File: src/rtl/dsd_regs.svh
// Address map, timing and field constants for the data space decoder.
`ifndef DSD_REGS_SVH
`define DSD_REGS_SVH
`define DSD_REGFILE_END 16'h0020
`define DSD_STDIO_END 16'h0060
`define DSD_EXTIO_END 16'h0100
`define DSD_INT_END_NORMAL 16'h1100
`define DSD_INT_END_LEGACY 16'h1000
`define DSD_DISP_MAX 6'h3F
`define DSD_EE_RD_STALL 3'h4
`define DSD_EE_WR_STALL 3'h2
`define DSD_INT_CYCLES 4'h2
`define DSD_EXT_BASE_EXTRA 4'h1
`define DSD_STACK_BASE_EXTRA 4'h3
`define DSD_EE_WRITE_NS 8500000
`define DSD_CLK_NS 10
`endif

File: src/rtl/dsd_pkg.sv
// Types shared by the data space decoder modules.
package dsd_pkg;
   typedef enum logic [4:0] {
      DSD_REG_FILE = 5'h01,
      DSD_STD_IO = 5'h02,
      DSD_EXT_IO = 5'h04,
      DSD_INT_SRAM = 5'h08,
      DSD_EXT_SRAM = 5'h10
   } dsd_region_t;
   typedef enum logic [1:0] {
      DSD_AM_DIRECT = 2'h0,
      DSD_AM_DISP = 2'h1,
      DSD_AM_PREDEC = 2'h2,
      DSD_AM_POSTINC = 2'h3
   } dsd_amode_t;
   // One data access request from the load/store unit.
   typedef struct packed {
      logic valid;
      logic write;
      logic isStack;
      logic pcXfer;
      logic ioPortOp;
      dsd_amode_t mode;
      logic [15:0] base;
      logic [5:0] disp;
      logic [7:0] wdata;
   } dsd_req_t;
endpackage : dsd_pkg

File: src/rtl/data_space_decoder.sv
// Data space decoder and access sequencer top level.
`timescale 1ns/1ns
`include "dsd_regs.svh"
module data_space_decoder #(
   parameter int WRITE_CYCLES = `DSD_EE_WRITE_NS / `DSD_CLK_NS
) (
   // Clock and reset.
   input wire logic sys_clk,
   input wire logic arst_n,
   // Configuration.
   input wire logic legacyMode,
   input wire logic extSramEnableBit,
   input wire logic [1:0] waitStates,
   // Load/store request.
   input dsd_pkg::dsd_req_t req,
   output logic reqReady,
   output logic cpuStall,
   output logic accessDone,
   output logic [15:0] effAddr,
   output dsd_pkg::dsd_region_t region,
   output logic accessFault,
   output logic [15:0] ptrNext,
   output logic ptrWrite,
   // External SRAM strobes.
   output logic readStrobePin,
   output logic writeStrobePin,
   // EEPROM requests and status.
   input wire logic eeRead,
   input wire logic eeWrite,
   input wire logic [11:0] eeAddr,
   output logic [11:0] eeAddrOut,
   output logic eeWriteDone,
   // Sleep.
   input wire logic deepSleepReq,
   output logic oscKeepOn
);
   import dsd_pkg::*;

   typedef enum logic [2:0] {
      DSD_IDLE = 3'h1,
      DSD_BUSY = 3'h2,
      DSD_EESTALL = 3'h4
   } dsd_state_t;
   dsd_state_t state_q;
   logic [3:0] cnt_q;
   logic [2:0] eeCnt_q;
   logic ext_q;
   logic wr_q;
   logic [15:0] effAddr_q;
   logic [15:0] ptrNext_q;
   logic ptrWrite_q;
   logic accessDone_q;
   logic fault_q;
   logic oscKeep_q;
   logic [11:0] eeAddr_q;
   logic [15:0] addrD;
   logic [15:0] ptrD;
   dsd_region_t regionD;
   dsd_region_t region_q;
   logic eeBusy;
   logic reqTake;

   // Extra external cycles for a given wait state count.
   function automatic logic [3:0] extraCycles(input logic [1:0] ws,
                                              input logic pc);
      logic [3:0] w;
      w = {2'h0, ws};
      // wait states scale the extra cost
      if (pc) begin
         extraCycles = `DSD_STACK_BASE_EXTRA + (w << 1);
      end else begin
         extraCycles = `DSD_EXT_BASE_EXTRA + w;
      end
   endfunction : extraCycles

   // Effective address and pointer update by addressing mode.
   always_comb begin
      addrD = req.base;
      ptrD = req.base;
      unique case (req.mode)
         DSD_AM_DISP: addrD = req.base + {10'h000, req.disp};
         DSD_AM_PREDEC: begin
            addrD = req.base - 16'h0001;
            ptrD = addrD;
         end
         DSD_AM_POSTINC: ptrD = req.base + 16'h0001;
         DSD_AM_DIRECT: addrD = req.base;
      endcase
   end

   dsd_region_decode u_dec (
      .addr(addrD),
      .legacyMode(legacyMode),
      .region(regionD)
   );

   dsd_ee_timer #(.WRITE_CYCLES(WRITE_CYCLES)) u_ee (
      .sys_clk(sys_clk),
      .startWrite(eeWrite && state_q == DSD_IDLE),
      .busy(eeBusy),
      .done(eeWriteDone)
   );

   assign reqTake = req.valid && state_q == DSD_IDLE && !eeRead && !eeWrite;
   assign reqReady = state_q == DSD_IDLE;
   assign cpuStall = state_q != DSD_IDLE;

   // Access sequencer; internal takes two cycles, external adds waits.
   always_ff @(posedge sys_clk or negedge arst_n) begin
      if (!arst_n) begin
         state_q <= DSD_IDLE;
         cnt_q <= 4'h0;
         eeCnt_q <= 3'h0;
         ext_q <= 1'b0;
         wr_q <= 1'b0;
      end else begin
         unique case (state_q)
            DSD_IDLE: begin
               if (eeRead) begin
                  state_q <= DSD_EESTALL;
                  eeCnt_q <= `DSD_EE_RD_STALL - 3'h1;
               end else if (eeWrite) begin
                  state_q <= DSD_EESTALL;
                  eeCnt_q <= `DSD_EE_WR_STALL - 3'h1;
               end else if (reqTake) begin
                  state_q <= DSD_BUSY;
                  wr_q <= req.write;
                  ext_q <= regionD == DSD_EXT_SRAM && extSramEnableBit;
                  if (regionD == DSD_EXT_SRAM && extSramEnableBit) begin
                     cnt_q <= `DSD_INT_CYCLES - 4'h2
                              + extraCycles(waitStates, req.pcXfer);
                  end else begin
                     cnt_q <= `DSD_INT_CYCLES - 4'h2;
                  end
               end
            end
            DSD_BUSY: begin
               if (cnt_q == 4'h0) begin
                  state_q <= DSD_IDLE;
                  ext_q <= 1'b0;
               end else begin
                  cnt_q <= cnt_q - 4'h1;
               end
            end
            DSD_EESTALL: begin
               if (eeCnt_q == 3'h0) begin
                  state_q <= DSD_IDLE;
               end else begin
                  eeCnt_q <= eeCnt_q - 3'h1;
               end
            end
         endcase
      end
   end

   // Captured address, pointer write-back and fault flag.
   always_ff @(posedge sys_clk or negedge arst_n) begin
      if (!arst_n) begin
         effAddr_q <= 16'h0000;
         ptrNext_q <= 16'h0000;
         ptrWrite_q <= 1'b0;
         fault_q <= 1'b0;
         eeAddr_q <= 12'h000;
      end else begin
         ptrWrite_q <= reqTake && (req.mode == DSD_AM_PREDEC
                                   || req.mode == DSD_AM_POSTINC);
         if (reqTake) begin
            effAddr_q <= addrD;
            ptrNext_q <= ptrD;
            // short I/O ops on extended I/O and disabled external fault
            fault_q <= (req.ioPortOp && regionD == DSD_EXT_IO)
                       || (regionD == DSD_EXT_SRAM && !extSramEnableBit);
         end
         if ((eeRead || eeWrite) && state_q == DSD_IDLE) begin
            eeAddr_q <= eeAddr;
         end
      end
   end

   // Completion pulse in the cycle after the final access cycle.
   always_ff @(posedge sys_clk or negedge arst_n) begin
      if (!arst_n) begin
         accessDone_q <= 1'b0;
      end else begin
         accessDone_q <= state_q == DSD_BUSY && cnt_q == 4'h0;
      end
   end

   // Oscillator stays on once deep sleep overlaps a write.
   always_ff @(posedge sys_clk or negedge arst_n) begin
      if (!arst_n) begin
         oscKeep_q <= 1'b0;
      end else if (!deepSleepReq) begin
         oscKeep_q <= 1'b0;
      end else if (eeBusy) begin
         oscKeep_q <= 1'b1;
      end
   end

   // Region is registered every cycle, not only at take like effAddr; the decode itself
   // stays combinational so the sequencer sees it in the take cycle.
   always_ff @(posedge sys_clk or negedge arst_n) begin
      if (!arst_n) begin
         region_q <= DSD_REG_FILE;
      end else begin
         region_q <= regionD;
      end
   end

   assign readStrobePin = state_q == DSD_BUSY && ext_q && !wr_q;
   assign writeStrobePin = state_q == DSD_BUSY && ext_q && wr_q;
   assign effAddr = effAddr_q;
   assign ptrNext = ptrNext_q;
   assign ptrWrite = ptrWrite_q;
   assign accessDone = accessDone_q;
   assign accessFault = fault_q;
   assign region = region_q;
   assign eeAddrOut = eeAddr_q;
   assign oscKeepOn = oscKeep_q || (deepSleepReq && eeBusy);
endmodule : data_space_decoder

File: src/rtl/dsd_region_decode.sv
// Combinational region decode of a 16-bit data address.
`timescale 1ns/1ns
`include "dsd_regs.svh"
module dsd_region_decode (
   // Address and layout mode.
   input wire logic [15:0] addr,
   input wire logic legacyMode,
   // Decoded region.
   output dsd_pkg::dsd_region_t region
);
   import dsd_pkg::*;
   logic [15:0] intEnd;
   assign intEnd = legacyMode ? `DSD_INT_END_LEGACY : `DSD_INT_END_NORMAL;
   always_comb begin
      if (addr < `DSD_REGFILE_END) begin
         region = DSD_REG_FILE;
      end else if (addr < `DSD_STDIO_END) begin
         region = DSD_STD_IO;
      // extended I/O only in normal mode
      end else if (!legacyMode && addr < `DSD_EXTIO_END) begin
         region = DSD_EXT_IO;
      end else if (addr < intEnd) begin
         region = DSD_INT_SRAM;
      end else begin
         region = DSD_EXT_SRAM;
      end
   end
endmodule : dsd_region_decode

File: src/rtl/dsd_ee_timer.sv
// Self-timed EEPROM write timer with completion flag.
`timescale 1ns/1ns
`include "dsd_regs.svh"
module dsd_ee_timer #(
   parameter int WRITE_CYCLES = `DSD_EE_WRITE_NS / `DSD_CLK_NS
) (
   // Clock only; reset is deliberately not connected here.
   input wire logic sys_clk,
   // Start and status.
   input wire logic startWrite,
   output logic busy,
   output logic done
);
   logic [23:0] cnt_q;
   logic busy_q = 1'b0;
   initial begin
      if (WRITE_CYCLES < 2 || WRITE_CYCLES > 24'hFF_FFFF) begin
         $error("WRITE_CYCLES out of range");
      end
   end
   always_ff @(posedge sys_clk) begin
      if (startWrite && !busy_q) begin
         busy_q <= 1'b1;
         cnt_q <= 24'(WRITE_CYCLES - 1);
      end else if (busy_q) begin
         if (cnt_q == 24'h00_0000) begin
            busy_q <= 1'b0;
         end else begin
            cnt_q <= cnt_q - 24'h00_0001;
         end
      end
   end
   assign busy = busy_q;
   assign done = !busy_q;
endmodule : dsd_ee_timer

File: config.mk
export PLATFORM = sky130hd
export DESIGN_NAME = data_space_decoder
export DESIGN_NICKNAME = d
export VERILOG_FILES = /design/src/rtl/dsd_pkg.sv /design/src/rtl/data_space_decoder.sv /design/src/rtl/dsd_region_decode.sv /design/src/rtl/dsd_ee_timer.sv
export VERILOG_INCLUDE_DIRS = /design/src /design/src/rtl
export SDC_FILE = /design/constraint.sdc
export NUM_CORES = 1
export LEC_CHECK = 0
export BUFFER_PORTS_ARGS = -buffer_cell sky130_fd_sc_hd__buf_2
export CAP_MARGIN = 20
export CORE_UTILIZATION = 47
export DETAILED_ROUTE_END_ITERATION = 8
export PLACE_DENSITY = 0.7
export SLEW_MARGIN = 10
export SYNTH_ARGS = -nofsm -noshare
export SYNTH_HDL_FRONTEND = slang
export SYNTH_SLANG_ARGS = --single-unit
File: constraint.sdc
create_clock -name sys_clk -period 5.6 [get_ports sys_clk]
set_clock_uncertainty 0.1 [all_clocks]
set_input_delay 0.56 -clock sys_clk [delete_from_list [all_inputs] [get_ports sys_clk]]
set_output_delay 0.56 -clock sys_clk [all_outputs]
set_load 0.02 [all_outputs]
==> Yosys cells after proc, flatten, opt, wreduce, memory -nomap -nowiden <==
Index checks and enable logic that the tools add are counted.
{ "word_totals": {"word_cells": 119, "input_bits": 58, "out_inout_bits": 58, "ff_bits": 90} }
{ "classes": {"eq_ne": 19, "n_mux": 33, "order_cmp": 4, "reduce_logical": 37, "n_bitwise": 3, "add_sub_neg": 8} }
{ "ops": {"columns": ["cell", "count"], "rows": [
  ["16-bit one-hot mux with 2 select lines", 2],
  ["24-bit logical NOT", 1],
  ["3-bit two-way mux", 8],
  ["4-bit two-way mux", 6],
  ["24-bit by 1-bit subtractor with 24-bit output (second input constant)", 1],
  ["5-bit two-way mux", 4],
  ["16-bit by 1-bit adder with 16-bit output (second input constant)", 1],
  ["16-bit by 6-bit adder with 16-bit output", 1],
  ["1-bit logical AND", 16],
  ["16-bit < comparator", 1],
  ["16-bit by 6-bit < comparator with 1-bit output (second input constant)", 1],
  ["16-bit by 7-bit < comparator with 1-bit output (second input constant)", 1],
  ["16-bit by 9-bit < comparator with 1-bit output (second input constant)", 1],
  ["16-bit by 1-bit subtractor with 16-bit output (second input constant)", 1],
  ["2-bit inequality test (second input constant)", 6],
  ["5-bit AND reduction", 2],
  ["9-bit two-way mux", 1],
  ["3-bit one-hot mux with 3 select lines", 1],
  ["1-bit two-way mux", 8],
  ["4-bit one-hot mux with 2 select lines", 1],
  ["1-bit logical NOT", 6],
  ["3-bit by 1-bit inequality test with 1-bit output (second input constant)", 2],
  ["3-bit one-hot mux with 2 select lines", 1],
  ["3-bit AND reduction", 2],
  ["other kinds (21)", 29]
]} }

==> Longest topological paths before layout <==
{ "depth": {"word_depth": 14, "ltp_mapped": 12, "ltp_nobuf": 11} }

==> Hierarchy <==
Synthesis repeated with hierarchy kept, for this count alone.
{ "hier_totals": {"cells_unflattened": 681, "area_unflattened_um2": 5947.0} }
{ "modules_own_cells": {"columns": ["module", "cells_per_inst", "instances", "seq_area_each_um2", "area_per_inst_um2"], "rows": [
  ["data_space_decoder", 533, 1, 1629.1, 4603.2],
  ["dsd_ee_timer", 136, 1, 500.5, 1262.5],
  ["dsd_region_decode", 12, 1, 0.0, 81.3]
]} }

==> Worst setup path after synthesis <==
Ideal clock, no wire load.
{ "synth_timing": {"kind": "input to register", "from": "in req[15] (netlist bit)", "to": "reg region_q[3], in the netlist region[3]", "slack_ns": 2.282, "stages": 12, "n_path_buf": 2, "required_time_ns": 5.422, "arrival_ns": 3.140, "setup_ns": 0.078, "path_cell_list": "clkbuf_1 inv_1 fa_1 nor2b_1 o31ai_1 a211oi_1 mux2_2 a221oi_1 a31oi_1 nor2b_1 buf_2 a21boi_1"} }
{ "synth_between": {"elab_chain_len": 7, "word_cells_on_any_way": 12, "classes_between": "2 x add/sub; 4 x order compare; 5 x mux; 1 x reduce/logical"} }
{ "synth_lines": {"columns": ["item", "line", "rtl"], "rows": [
  ["from (decl)", "data_space_decoder.sv:15", "input dsd_pkg::dsd_req_t req,"],
  ["16-bit by 1-bit subtractor with 16-bit output / 16-bit by 6-bit adder with 16-bit output (equally long branches)", "data_space_decoder.sv:83, data_space_decoder.sv:81", null],
  ["16-bit one-hot mux with 2 select lines (*)", "data_space_decoder.sv:80", "unique case (req.mode)"],
  ["16-bit < comparator / 16-bit by 9-bit < comparator with 1-bit output (equally long branches)", null, null],
  ["5-bit two-way mux / 1-bit logical AND (equally long branches)", null, null],
  ["5-bit two-way mux", "dsd_region_decode.sv:20", "end else if (!legacyMode && addr < `DSD_EXTIO_END) begin"],
  ["5-bit two-way mux", "dsd_region_decode.sv:17", "end else if (addr < `DSD_STDIO_END) begin"],
  ["5-bit two-way mux (*)", "dsd_region_decode.sv:15", "if (addr < `DSD_REGFILE_END) begin"],
  ["net regionD[3]", "data_space_decoder.sv:58", "dsd_region_t regionD;"],
  ["to (signal assigned)", "data_space_decoder.sv:206", "region_q <= regionD;"],
  ["to (decl)", "data_space_decoder.sv:59", "dsd_region_t region_q;"]
]} }
Mark *: on every way through the listed nets, which the timed path passes. The rest lies on a longest branch.
A chain may end at the register's enable or synchronous reset.

==> Final worst setup path <==
{ "layout_timing": {"from": "in req[14] (netlist bit)", "to": "reg region_q[3], in the netlist region[3]"} }
The elaborated chain is that of the path after synthesis.

==> reports/summary.json <==
{
  "outcome": "finished with violations",
  "failing_checks": "DRC",
  "synth_cell_types": 69,
  "rr_startpoint": "u_ee.cnt_q[13]",
  "cell_types_with_the_largest_area_share_after_synthesis": "dfrtp_1 28%, dfxtp_1 8.9%, nand2_1 5.1%, nor2_1 4.7%, o21ai_0 4.2%",
  "route.detailed.wl_per_inst_um": 15.9,
  "clock.fmax_ghz": 0.262,
  "vdd_ir_drop_max_mv": 0.150,
  "mappedNetlistArea_um2": 5630,
  "slew-limit-headroom": 0.347,
  "crit_path_required_time_ns": 5.76,
  "clock_path_buffers": 2,
  "setup_tns_ns": 0,
  "antenna_cells": 0,
  "num_rows": 39,
  "initial_core_util": 0.487,
  "design.die.area_um2": 12400,
  "gp_routability_congestion": 0.894,
  "worstSetupEndpointType": "flop",
  "reg2reg_slack_ns": 2.66,
  "htreeDepth": 3,
  "detail-route-antenna-nets": 0,
  "global_route_wire_length_before_repair_um": 23500,
  "hold_fix_buffer_count_after_cts": 0,
  "cts.root.buffer_cell": "clkbuf_16",
  "wl_um": 14100,
  "final_hold_viol_count": 0,
  "drc": 10,
  "number_of_iterations_in_the_first_detailed_routing_pass": 7,
  "clock_transition_at_the_registers_of_the_reported_paths_ns": 0.06,
  "gate_count_after_technology_mapping": 654,
  "finalNonFillerCells": 886,
  "first_global_vias": 4807,
  "initialDrtViolationCount": 528,
  "final-setup-viol-count": 0,
  "yosys_register_bits": 90,
  "synthesized_nets": 730,
  "postSynth.asyncResetShare": 0.722,
  "critical_path.reg2reg.endpoint": "u_ee.cnt_q[19]",
  "chipWidth_um": 111,
  "initial_antenna_violation_count": 0,
  "rsz_0062_raised_after_global_routing": "false",
  "final.min_clock_period_ns": 3.82,
  "synth_edf_count": 0,
  "cts.repair_timing.setup_buffer_count": 0,
  "hold_slack_ns": 0.293,
  "cts_buffers": 9,
  "power.leakage_nw": 2.97,
  "clock-sinks": 90,
  "hpwlAfterDp_um": 10200,
  "cap_violations": 0,
  "worst-setup-path-type": "in -> reg",
  "synth_top_area_share": 0.280,
  "worst_slew_pin_slew_ns": 0.980,
  "track_usage": 0.233,
  "nets": 814,
  "most-common-layout-cells": "106 x buf_2, 76 x nand2_1, 70 x nor2_1, 63 x dfrtp_1, 47 x o21ai_0",
  "arr_time_crit_path_ns": 3.97,
  "fraction_of_layout_instances_using_a_drive_strength_above_1": 0.222,
  "cts_repair_resize_count": 0,
  "total_global_routing_overflow": 0,
  "power_density_nw_per_um2": 350,
  "synthToLayoutAreaGrowth_pct": 16.8,
  "critPathLaunch": "req[14]",
  "timing.critical_path.fanout_max": 10,
  "final.fill_count": 1079,
  "dr_total_vias": 5115,
  "grt_max_degree": 66,
  "ys_dominant_reg_cell": "dfrtp_1",
  "layout_worst_path_cycle_share": 0.681,
  "synth_top_cell_by_area": "dfrtp_1",
  "synth-seq-area-share": 0.378,
  "dp.cells": 867,
  "number_of_top_level_pins": 116,
  "layout.cells.most_common": "buf_2",
  "report.final.slew_viol_count": 0,
  "clkLatencyLatePin_ns": 0.34,
  "die_h_um": 111,
  "worstSetupStartpointType": "primary input",
  "synth.avg_cell_area_um2": 8.61,
  "r2r_cell_count": 8,
  "floorplan.core_area_um2": 11600,
  "min_path_type": "in -> async",
  "yosys_warnings": 0,
  "io_buffers": 106,
  "cts_tree": "yes",
  "drt-vias-per-instance": 5.77
}
-- through the flow --
stage / instance area, um^2 / utilization / worst slack, ns / total power [W]
2_1_floorplan: 5630 / - / 2.28 / 0.00142
3_3_place_gp: 6220 / 0.538 / 1.57 / 0.00165
3_5_place_dp: 6220 / 0.538 / 1.45 / 0.00167
4_1_cts: 6540 / 0.565 / 1.81 / 0.00230
5_1_grt: 6580 / 0.569 / 1.45 / 0.00243
6_report: 6580 / 0.569 / 1.78 / 0.00230
-- power breakdown --
group / internal, W / leakage, nW / switching [W]
Combinational: 0.000302 / 1.76 / 0.000467
Clock: 0.000383 / 0.158 / 0.000248
Sequential: 0.000803 / 1.04 / 0.000101
-- cells in the mapped netlist, types with 3 or more instances --
cell / n
nand3_1: 15
mux2i_1: 12
nor4_1: 6
inv_1: 20
a221oi_1: 8
a21oi_1: 17
or3_1: 5
dfrtp_1: 63
xor2_1: 15
a22oi_1: 11
o21a_1: 6
nor3b_1: 4
o21ai_0: 47
o211ai_1: 7
nor2b_1: 6
o31a_1: 3
nor4_2: 3
a31oi_1: 11
nand2_1: 76
dfxtp_1: 25
xnor2_1: 23
and3_1: 11
nor2_1: 70
a211oi_1: 5
nor3_1: 23
ha_1: 17
clkbuf_1: 36
nand4_1: 9
or2_2: 3
or4_1: 5
a21o_1: 4
o31ai_1: 12
mux2_2: 16
and2_1: 3
nand2b_1: 11
-- cell type report --
class | instances | area (um^2) | area share
multi-input combinational | 505 | 3280 | 0.498
sequential | 90 | 2130 | 0.324
timing repair buffer | 112 | 596 | 0.0905
clock buffer | 14 | 308 | 0.0468
tap | 143 | 179 | 0.0272
inverter | 20 | 75.1 | 0.0114
clock inverter | 2 | 13.8 | 0.00209
-- flip-flops by register name (all words and copies together) (netlist names), 3 cells and up --
signal	flops
u_ee.cnt_q	24
region	5
cnt_q	4
state_q	3
eeAddrOut	12
eeCnt_q	3
ptrNext	16
effAddr	16
-- logic make-up after synthesis --
| group | Yosys count | synth area share |
|---|---|---|
| multiplexers | 28 | 0.0533 |
| adder cells (fa/ha/maj) | 18 | 0.0413 |
| XOR/XNOR | 38 | 0.0591 |
| buffers and inverters | 59 | 0.0395 |
| flip-flops | 90 | 0.378 |
| AND/OR/NAND/NOR | 269 | 0.244 |
| AO/OA/AOI/OAI | 152 | 0.185 |
-- worst max-delay path by stage --
stage	to	slack, ns	cells past startpoint
final	region[3]	1.78	12
after global routing	ext_q	1.45	12
after CTS	ext_q	1.81	12
after detailed placement	ext_q	1.45	12
after global placement	ext_q	1.57	12
after floorplan	region[3]	2.28	12
-- worst max-delay path, stage by stage --
cell and delay [ns]:
buf_2 0.19, ha_1 0.23, inv_1 0.06, fa_1 0.40
nor2b_1 0.22, o31ai_1 0.17, a211oi_1 0.43, mux2_2 0.40
a221oi_1 0.50, a31oi_1 0.08, nor2b_1 0.48, a21boi_1 0.24
-- per-layer routing --
layer | vias up | part of all wire | GRT usage
li1 | 2527 | - | -
met1 | 2423 | 0.48 | 0.322
met2 | 155 | 0.46 | 0.383
met3 | 10 | 0.050 | 0.0332
met4 | 0 | 0.011 | 0.0640
met5 | - | 0 | 0
Power figures use the tool's default switching activity.
